**config.mk**
```make
export PLATFORM = sky130hd
export DESIGN_NAME = pdwc_ctrl
export DESIGN_NICKNAME = d
export VERILOG_FILES = /design/src/pdwc_ctrl.v /design/src/pdwc_sync.v
export VERILOG_INCLUDE_DIRS = /design/src
export SDC_FILE = /design/constraint.sdc
export NUM_CORES = 1
export LEC_CHECK = 0
export BUFFER_PORTS_ARGS = -buffer_cell sky130_fd_sc_hd__clkbuf_2
export CAP_MARGIN = 10
export CORE_ASPECT_RATIO = 1.25
export CORE_UTILIZATION = 35
export CTS_CLUSTER_DIAMETER = 60
export DETAILED_ROUTE_END_ITERATION = 8
export GPL_ROUTABILITY_DRIVEN = 0
export SKIP_CTS_REPAIR_TIMING = 1
export SYNTH_ARGS = -nofsm -noshare
export SYNTH_HDL_FRONTEND = slang
export SYNTH_SLANG_ARGS = --single-unit
```
**constraint.sdc**
```tcl
create_clock -name ref_clk -period 2.2 [get_ports ref_clk]
set_clock_uncertainty 0.05 [all_clocks]
set_input_delay 0.44 -clock ref_clk [delete_from_list [all_inputs] [get_ports ref_clk]]
set_output_delay 0.44 -clock ref_clk [all_outputs]
set_load 0.05 [all_outputs]
```
**src/pdwc_regs.vh**
```
// Constants for the power-down mode and wake-up controller
`ifndef PDWC_REGS_VH
`define PDWC_REGS_VH

`define PDWC_PA_WIDTH 8
`define PDWC_INT_WIDTH 4
`define PDWC_WDT_WIDTH 16
`define PDWC_PC_WIDTH 12
`define PDWC_SP_WIDTH 3
`define PDWC_PC_RESET 12'h000
`define PDWC_SP_RESET 3'h0
`define PDWC_WDT_CLEAR 16'h0000
`define PDWC_PDF_RESET 1'b0
`define PDWC_TOF_RESET 1'b0

`endif

```
**src/pdwc_ctrl.v**
```verilog
// Power-down mode selection, clock gating and wake-up control
`timescale 1ns/100ps
`include "pdwc_regs.vh"
// How it works
// RQ1: Halt, idle off, watchdog off: full stop
// RQ2: Full stop clears and freezes watchdog counter
// RQ3: Halt, idle off, watchdog on: watchdog sleep
// RQ4: Other modes clear watchdog, keep counting if enabled
// RQ5: Idle select, keep bit low: clock-off idle
// RQ6: Idle select, keep bit high: clock-on idle
// RQ7: Low-power modes keep memory, registers, ports
// RQ8: Halt sets powerdown flag, clears timeout flag
// RQ9: Wake on reset, port A, interrupt, watchdog
// RQ10: External reset wake gives full reset
// RQ11: Watchdog wake sets timeout, resets PC, SP
// RQ12: Powerdown flag cleared by power-up, clear-watchdog
// RQ13: Per-pin wake enable for port A falls
// RQ14: Port A wake resumes after the halt
// RQ15: Disabled interrupt wake resumes, serviced later
// RQ16: Already-pending interrupt cannot wake the device
// RQ17: Enabled interrupt with stack room: take response
// RQ18: Idle mode chosen by keep bit only
module pdwc_ctrl (
  // Clock and reset
  input wire ref_clk,
  input wire arst_n,
  // Core strobes
  input wire halt_exec,
  input wire clr_wdt_exec,
  // Mode configuration
  input wire idle_select,
  input wire idle_clock_keep,
  input wire wdt_enable,
  // Wake sources
  input wire [`PDWC_PA_WIDTH-1:0] porta_pin,
  input wire [`PDWC_PA_WIDTH-1:0] porta_wake_enable,
  input wire [`PDWC_INT_WIDTH-1:0] int_request,
  input wire [`PDWC_INT_WIDTH-1:0] int_enable,
  input wire stack_full,
  input wire wdt_tick,
  // Program counter of the halt
  input wire [`PDWC_PC_WIDTH-1:0] halt_pc,
  // Mode and clock gating
  output reg full_stop_sleep,
  output reg watchdog_running_sleep,
  output reg clock_off_idle,
  output reg clock_on_idle,
  output reg sys_clk_en,
  output reg wdt_clk_en,
  output reg tb_clk_en,
  output reg core_hold,
  output reg state_hold,
  // Watchdog and status
  output reg [`PDWC_WDT_WIDTH-1:0] watchdog_counter,
  output reg wdt_overflow,
  output reg powerdown_flag,
  output reg watchdog_timeout_flag,
  // Resume control
  output reg resume_load,
  output reg [`PDWC_PC_WIDTH-1:0] resume_pc,
  output reg sp_reset,
  output reg [`PDWC_SP_WIDTH-1:0] sp_value,
  output reg int_take,
  output reg [`PDWC_INT_WIDTH-1:0] int_pending
);

////////////////////////////////////////////////////////////////////////
// States

localparam [4:0] ST_RUN = 5'h01;
localparam [4:0] ST_FULL_STOP_SLEEP = 5'h02;
localparam [4:0] ST_WATCHDOG_RUNNING_SLEEP = 5'h04;
localparam [4:0] ST_CLOCK_OFF_IDLE = 5'h08;
localparam [4:0] ST_CLOCK_ON_IDLE = 5'h10;

reg [4:0] state;
reg [4:0] next_state;
reg [`PDWC_PA_WIDTH-1:0] pa_prev;
reg [`PDWC_INT_WIDTH-1:0] int_armed;
wire [`PDWC_PA_WIDTH-1:0] pa_sync;

////////////////////////////////////////////////////////////////////////
// Port A pins arrive asynchronously

pdwc_sync #(
  .WIDTH(`PDWC_PA_WIDTH)
) u_pa_sync (
  .ref_clk(ref_clk),
  .arst_n(arst_n),
  .async_in(porta_pin),
  .sync_out(pa_sync)
);

wire [`PDWC_PA_WIDTH-1:0] pa_fall;
genvar gi;
generate
  for (gi = 0; gi < `PDWC_PA_WIDTH; gi = gi + 1) begin : g_pa
    assign pa_fall[gi] = pa_prev[gi] & ~pa_sync[gi] & porta_wake_enable[gi]; // [RQ13]
  end
endgenerate

wire asleep = (state != ST_RUN);
wire pa_wake = asleep && (|pa_fall);
// Only requests raised after entry may wake; old ones were disarmed at the halt
wire [`PDWC_INT_WIDTH-1:0] int_new = int_request & int_armed; // [RQ16]
wire int_wake = asleep && (|int_new);
wire wdt_counting = (state == ST_RUN || state != ST_FULL_STOP_SLEEP) && wdt_enable;
wire wdt_wrap = wdt_counting && wdt_tick && (&watchdog_counter);
wire wdt_wake = asleep && wdt_wrap;
wire any_wake = pa_wake || int_wake || wdt_wake; // [RQ9]
wire int_now = |(int_new & int_enable);

////////////////////////////////////////////////////////////////////////
// Mode selection on halt

always @* begin
  next_state = state;
  case (state)
    ST_RUN: begin
      if (halt_exec) begin
        if (idle_select) begin
          next_state = idle_clock_keep ? ST_CLOCK_ON_IDLE : ST_CLOCK_OFF_IDLE; // [RQ5] [RQ6] [RQ18]
        end else begin
          next_state = wdt_enable ? ST_WATCHDOG_RUNNING_SLEEP : ST_FULL_STOP_SLEEP; // [RQ1] [RQ3]
        end
      end
    end
    ST_FULL_STOP_SLEEP, ST_WATCHDOG_RUNNING_SLEEP, ST_CLOCK_OFF_IDLE, ST_CLOCK_ON_IDLE: begin
      if (any_wake) begin
        next_state = ST_RUN;
      end
    end
    default: begin
      next_state = ST_RUN;
    end
  endcase
end

always @(posedge ref_clk or negedge arst_n) begin
  if (!arst_n) begin
    state <= ST_RUN; // [RQ10]
    pa_prev <= {`PDWC_PA_WIDTH{1'b1}};
    int_armed <= {`PDWC_INT_WIDTH{1'b0}};
    int_pending <= {`PDWC_INT_WIDTH{1'b0}};
  end else begin
    state <= next_state;
    pa_prev <= pa_sync;
    if (state == ST_RUN && halt_exec) begin
      int_armed <= ~int_request; // [RQ16]
    end else if (!asleep) begin
      int_armed <= {`PDWC_INT_WIDTH{1'b0}};
    end
    // Requests that wake the device while none of them is enabled wait for enable and stack room
    if (int_wake && !int_now) begin
      int_pending <= int_pending | int_new; // [RQ15]
    end else if (int_take) begin
      int_pending <= {`PDWC_INT_WIDTH{1'b0}};
    end else if (!asleep && !stack_full) begin
      int_pending <= int_pending & ~int_enable; // [RQ15]
    end
  end
end

////////////////////////////////////////////////////////////////////////
// Clock gating and mode outputs

always @(posedge ref_clk or negedge arst_n) begin
  if (!arst_n) begin
    full_stop_sleep <= 1'b0;
    watchdog_running_sleep <= 1'b0;
    clock_off_idle <= 1'b0;
    clock_on_idle <= 1'b0;
    sys_clk_en <= 1'b1;
    wdt_clk_en <= 1'b1;
    tb_clk_en <= 1'b1;
    core_hold <= 1'b0;
    state_hold <= 1'b0;
  end else begin
    full_stop_sleep <= (next_state == ST_FULL_STOP_SLEEP);
    watchdog_running_sleep <= (next_state == ST_WATCHDOG_RUNNING_SLEEP);
    clock_off_idle <= (next_state == ST_CLOCK_OFF_IDLE);
    clock_on_idle <= (next_state == ST_CLOCK_ON_IDLE);
    sys_clk_en <= (next_state == ST_RUN) || (next_state == ST_CLOCK_ON_IDLE); // [RQ1] [RQ3] [RQ5] [RQ6]
    tb_clk_en <= (next_state == ST_RUN) || (next_state == ST_CLOCK_OFF_IDLE) || (next_state == ST_CLOCK_ON_IDLE); // [RQ5]
    wdt_clk_en <= (next_state != ST_FULL_STOP_SLEEP); // [RQ2] [RQ3]
    core_hold <= (next_state != ST_RUN); // [RQ1] [RQ6]
    // Memory, registers and ports are frozen, not reset, while held
    state_hold <= (next_state != ST_RUN); // [RQ7]
  end
end

////////////////////////////////////////////////////////////////////////
// Watchdog counter and flags

always @(posedge ref_clk or negedge arst_n) begin
  if (!arst_n) begin
    watchdog_counter <= `PDWC_WDT_CLEAR;
    wdt_overflow <= 1'b0;
    powerdown_flag <= `PDWC_PDF_RESET;
    watchdog_timeout_flag <= `PDWC_TOF_RESET;
  end else begin
    wdt_overflow <= wdt_wrap;
    if ((state == ST_RUN && halt_exec) || clr_wdt_exec) begin
      watchdog_counter <= `PDWC_WDT_CLEAR; // [RQ2] [RQ4]
    end else if (state == ST_FULL_STOP_SLEEP) begin
      watchdog_counter <= watchdog_counter; // [RQ2]
    end else if (wdt_counting && wdt_tick) begin
      watchdog_counter <= watchdog_counter + 1'b1; // [RQ4]
    end
    if (state == ST_RUN && halt_exec) begin
      powerdown_flag <= 1'b1; // [RQ8] [RQ12]
      watchdog_timeout_flag <= 1'b0; // [RQ8]
    end else begin
      if (clr_wdt_exec) begin
        powerdown_flag <= 1'b0; // [RQ12]
      end
      // A timeout in the same cycle as a clear still sets the flag
      if (wdt_wrap) begin
        watchdog_timeout_flag <= 1'b1; // [RQ11]
      end else if (clr_wdt_exec) begin
        watchdog_timeout_flag <= 1'b0;
      end
    end
  end
end

////////////////////////////////////////////////////////////////////////
// Resume control

always @(posedge ref_clk or negedge arst_n) begin
  if (!arst_n) begin
    resume_load <= 1'b0;
    resume_pc <= `PDWC_PC_RESET;
    sp_reset <= 1'b0;
    sp_value <= `PDWC_SP_RESET;
    int_take <= 1'b0;
  end else begin
    resume_load <= asleep && any_wake;
    sp_reset <= wdt_wake; // [RQ11]
    sp_value <= `PDWC_SP_RESET;
    // A request held back at wake is taken once enabled with stack room
    int_take <= (int_wake && !wdt_wake && int_now && !stack_full) || // [RQ17]
      (!asleep && !stack_full && (|(int_pending & int_enable))); // [RQ15]
    if (state == ST_RUN && halt_exec) begin
      resume_pc <= halt_pc + 1'b1; // [RQ14] [RQ15]
    end else if (wdt_wake) begin
      resume_pc <= `PDWC_PC_RESET; // [RQ11]
    end
  end
end

endmodule

```
**src/pdwc_sync.v**
```verilog
// Two-flop synchroniser for a bus of asynchronous inputs
`timescale 1ns/100ps
module pdwc_sync #(
  parameter WIDTH = 8
) (
  // Clock and reset
  input wire ref_clk,
  input wire arst_n,
  // Data
  input wire [WIDTH-1:0] async_in,
  output reg [WIDTH-1:0] sync_out
);

reg [WIDTH-1:0] stage1;

always @(posedge ref_clk or negedge arst_n) begin
  if (!arst_n) begin
    stage1 <= {WIDTH{1'b1}};
    sync_out <= {WIDTH{1'b1}};
  end else begin
    stage1 <= async_in;
    sync_out <= stage1;
  end
end

endmodule

```
==> flow_metrics.env <==
export IMPL_status="finished, violations left"
export IMPL_violations="DRC"
export IMPL_synth_warnings=0
export IMPL_hold_violations=0
export IMPL_fin_util_pct=45.6
export IMPL_layout_drive_gt1_share_pct=40.1
export IMPL_critPathArrivalTime_ns=2.18
export IMPL_ios=95
export IMPL_ff_latch_area_um2=2010
export IMPL_route_met2_wl_mm=3.81
export IMPL_whs_ns=0.0246
export IMPL_drc=1
export IMPL_dieArea_um2=10200
export IMPL_grt_max_degree=41
export IMPL_grt_pass1_vias=2658
export IMPL_die_w_um=90.6
export IMPL_final_nets=439
export IMPL_dr_total_vias=2571
export IMPL_clkTransAtPathRegs_ns=0.06
export IMPL_seq_area_frac_synth_pct=58.6
export IMPL_drt_iter0_markers=124
export IMPL_synth_area_um2=3440
export IMPL_synth_area_per_cell_um2=11.7
export IMPL_cts_buffer_depth=2
export IMPL_clk_latency_ns=0.34
export IMPL_crit_path_start_kind="flop"
export IMPL_viasPerCell=4.92
export IMPL_drv_cap=0
export IMPL_num_antenna_cells=0
export IMPL_hpwlAfterDp_mm=5.50
export IMPL_grt_pass1_wl_mm=12.6
export IMPL_timing_reg2reg_worst_path_depth=5
export IMPL_ys_ff_latch=79
export IMPL_crit_required_ns=2.41
export IMPL_worstMarginPinSlew_ns=0.516
export IMPL_ir_drop_mv=0.565
export IMPL_worstReg2RegEnd="watchdog_counter[6]"
export IMPL_synthArstFlopShare_pct=100
export IMPL_h_tree_depth=3
export IMPL_multi_input_area_um2=1310
export IMPL_antenna_found_initial=0
export IMPL_post_route_period_util_pct=89.5
export IMPL_met1_length_mm=3.21
export IMPL_syn_inst=293
export IMPL_end_kind="flop"
export IMPL_hold_path_class="in -> async"
export IMPL_dp_cells=507
export IMPL_clock_fmax_mhz=508
export IMPL_leakage_nw=2.01
export IMPL_grt_overflow_total=0
export IMPL_synth_edf_count=0
export IMPL_tns_ns=0
export IMPL_cts_tree="built"
export IMPL_io_buffers=91
export IMPL_ant_nets=0
export IMPL_numCtsBuffers=9
export IMPL_critPathMaxFanout=11
export IMPL_grt_total_usage_pct=15.9
export IMPL_cts_root_buf="clkbuf_16"
export IMPL_ys_flop_type="dfrtp_1"
export IMPL_crit_type="reg -> reg"
export IMPL_rsz0062_at_grt="false"
export IMPL_stdcell_count=523
export IMPL_ys_types=56
export IMPL_wl_mm=7.48
export IMPL_setup_viol=0
export IMPL_r2r_start="state[3]"
export IMPL_drv_slew=0
export IMPL_fin_crit_ns=1.97
export IMPL_start_util_pct=35.9
export IMPL_p_per_area_nw_per_um2=1180
export IMPL_core_um2=9560
export IMPL_maxSlewHeadroom_pct=65.6
export IMPL_die_h_um=113
export IMPL_syn_to_final_growth_pct=27.0
export IMPL_r2r_slack_ns=0.23
export IMPL_clock_sinks=79
export IMPL_wl_per_cell_um=14.3
export IMPL_top_layer="met4"
export IMPL_worstSetupStartpoint="state[3]"
export IMPL_core_rowCount=40
export IMPL_wl_met3_um=340
export IMPL_n_fill_cell=929
export IMPL_drt_pass1_iter_count=6
cell usage in the layout, fill, tap and decap left out, types with 3 or more instances in the layout:
master / synthesis / final
a211o_1: 4 / 4
a21oi_1: 9 / 9
a22o_1: 11 / 11
a22oi_1: 5 / 5
and3_1: 6 / 6
and4_1: 3 / 3
buf_4: 4 / 9
clkbuf_16: 0 / 10
clkbuf_2: 0 / 90
conb_1: 1 / 3
dfrtp_1: 51 / 49
dfstp_2: 28 / 28
inv_1: 8 / 8
nand2_1: 17 / 17
nand2b_1: 5 / 5
nand3_1: 18 / 18
nand3b_1: 9 / 9
nand4_1: 8 / 8
nor2_1: 23 / 23
o21ai_0: 8 / 8
xnor2_1: 10 / 10
xor2_1: 15 / 15
area by class of cell:
class	count	area share, %
clock buffers	11	6.05
clock inverters	5	0.860
inverters	10	0.918
multi-input cells	192	30.1
flip-flops and latches	79	46.2
well taps	126	3.61
repair buffers	100	12.3
stage by stage:
step                cell area [um^2]  total power [mW]  setup WS (ns)
finish                          4360              5.13          0.231
global route                    4360              5.41         0.0898
global placement                4060              3.69          0.251
floorplan                       3450              3.25          0.143
detailed placement              4060              3.71          0.199
CTS                             4360              5.19          0.205
layer usage:
layer,track usage (%),up-vias
met1,19.7,1264
met2,26.3,65
li1,-,1235
met3,4.30,7
met5,0,-
met4,6.67,0
sequential cells by signal, indices dropped and copies added (netlist names), 4 cells and up:
signal and cells:
watchdog_counter 16, resume_pc 12, pa_prev 8, u_pa_sync.stage1 8, u_pa_sync.sync_out 8, state 5
int_armed 4, int_pending 4
report_power, final:
| group | switching [mW] | total [mW] | internal, mW |
|---|---|---|---|
| sequential | 0.212 | 1.96 | 1.75 |
| clock | 0.586 | 1.46 | 0.870 |
| combinational | 1.22 | 1.71 | 0.485 |
kinds of logic (layout without fill, tap and decap cells):
kind of cell / after synthesis / after routing / synth area share (%)
DFF: 79 / 79 / 58.6
other: 1 / 3 / 0.109
buffers and inverters: 24 / 126 / 3.50
adders and majority gates: 2 / 2 / 0.728
muxes: 1 / 1 / 0.291
AOI/OAI and AO/OA: 58 / 58 / 13.4
and+or+nand+nor: 103 / 103 / 17.1
xor gates and xnor gates: 25 / 25 / 6.37
cells in the mapped netlist (3+ instances only):
library cell / count / area share [%]
nand2b_1: 5 / 0.91
nand4_1: 8 / 1.5
dfrtp_1: 51 / 37
nor2_1: 23 / 2.5
dfstp_2: 28 / 21
inv_1: 8 / 0.87
xnor2_1: 10 / 2.5
a211o_1: 4 / 1.0
and3_1: 6 / 1.1
a22oi_1: 5 / 1.1
clkbuf_1: 5 / 0.55
nand3_1: 18 / 2.6
a21oi_1: 9 / 1.3
nand2_1: 17 / 1.9
buf_2: 4 / 0.58
o21ai_0: 8 / 1.2
xor2_1: 15 / 3.8
nand3b_1: 9 / 2.0
and4_1: 3 / 0.76
a22o_1: 11 / 2.8
buf_4: 4 / 0.87
how the worst max path moves through the flow:
| stage | to | slack [ns] | cells past startpoint |
|---|---|---|---|
| after global placement | watchdog_counter[6] | 0.25 | 5 |
| after detailed placement | state_hold | 0.20 | 6 |
| after global routing | watchdog_counter[4] | 0.09 | 5 |
| after CTS | watchdog_counter[10] | 0.21 | 5 |
| final | watchdog_counter[6] | 0.23 | 5 |
| after floorplan | resume_pc[10] | 0.14 | 8 |
critical path, stage by stage, from the launching register on:
cell and delay [ns]:
dfrtp_1 0.49, nor4_4 0.45, a31o_1 0.46, o2111ai_1 0.17, xor2_1 0.17, nor2_1 0.11
(Power assumes the default switching activity.)
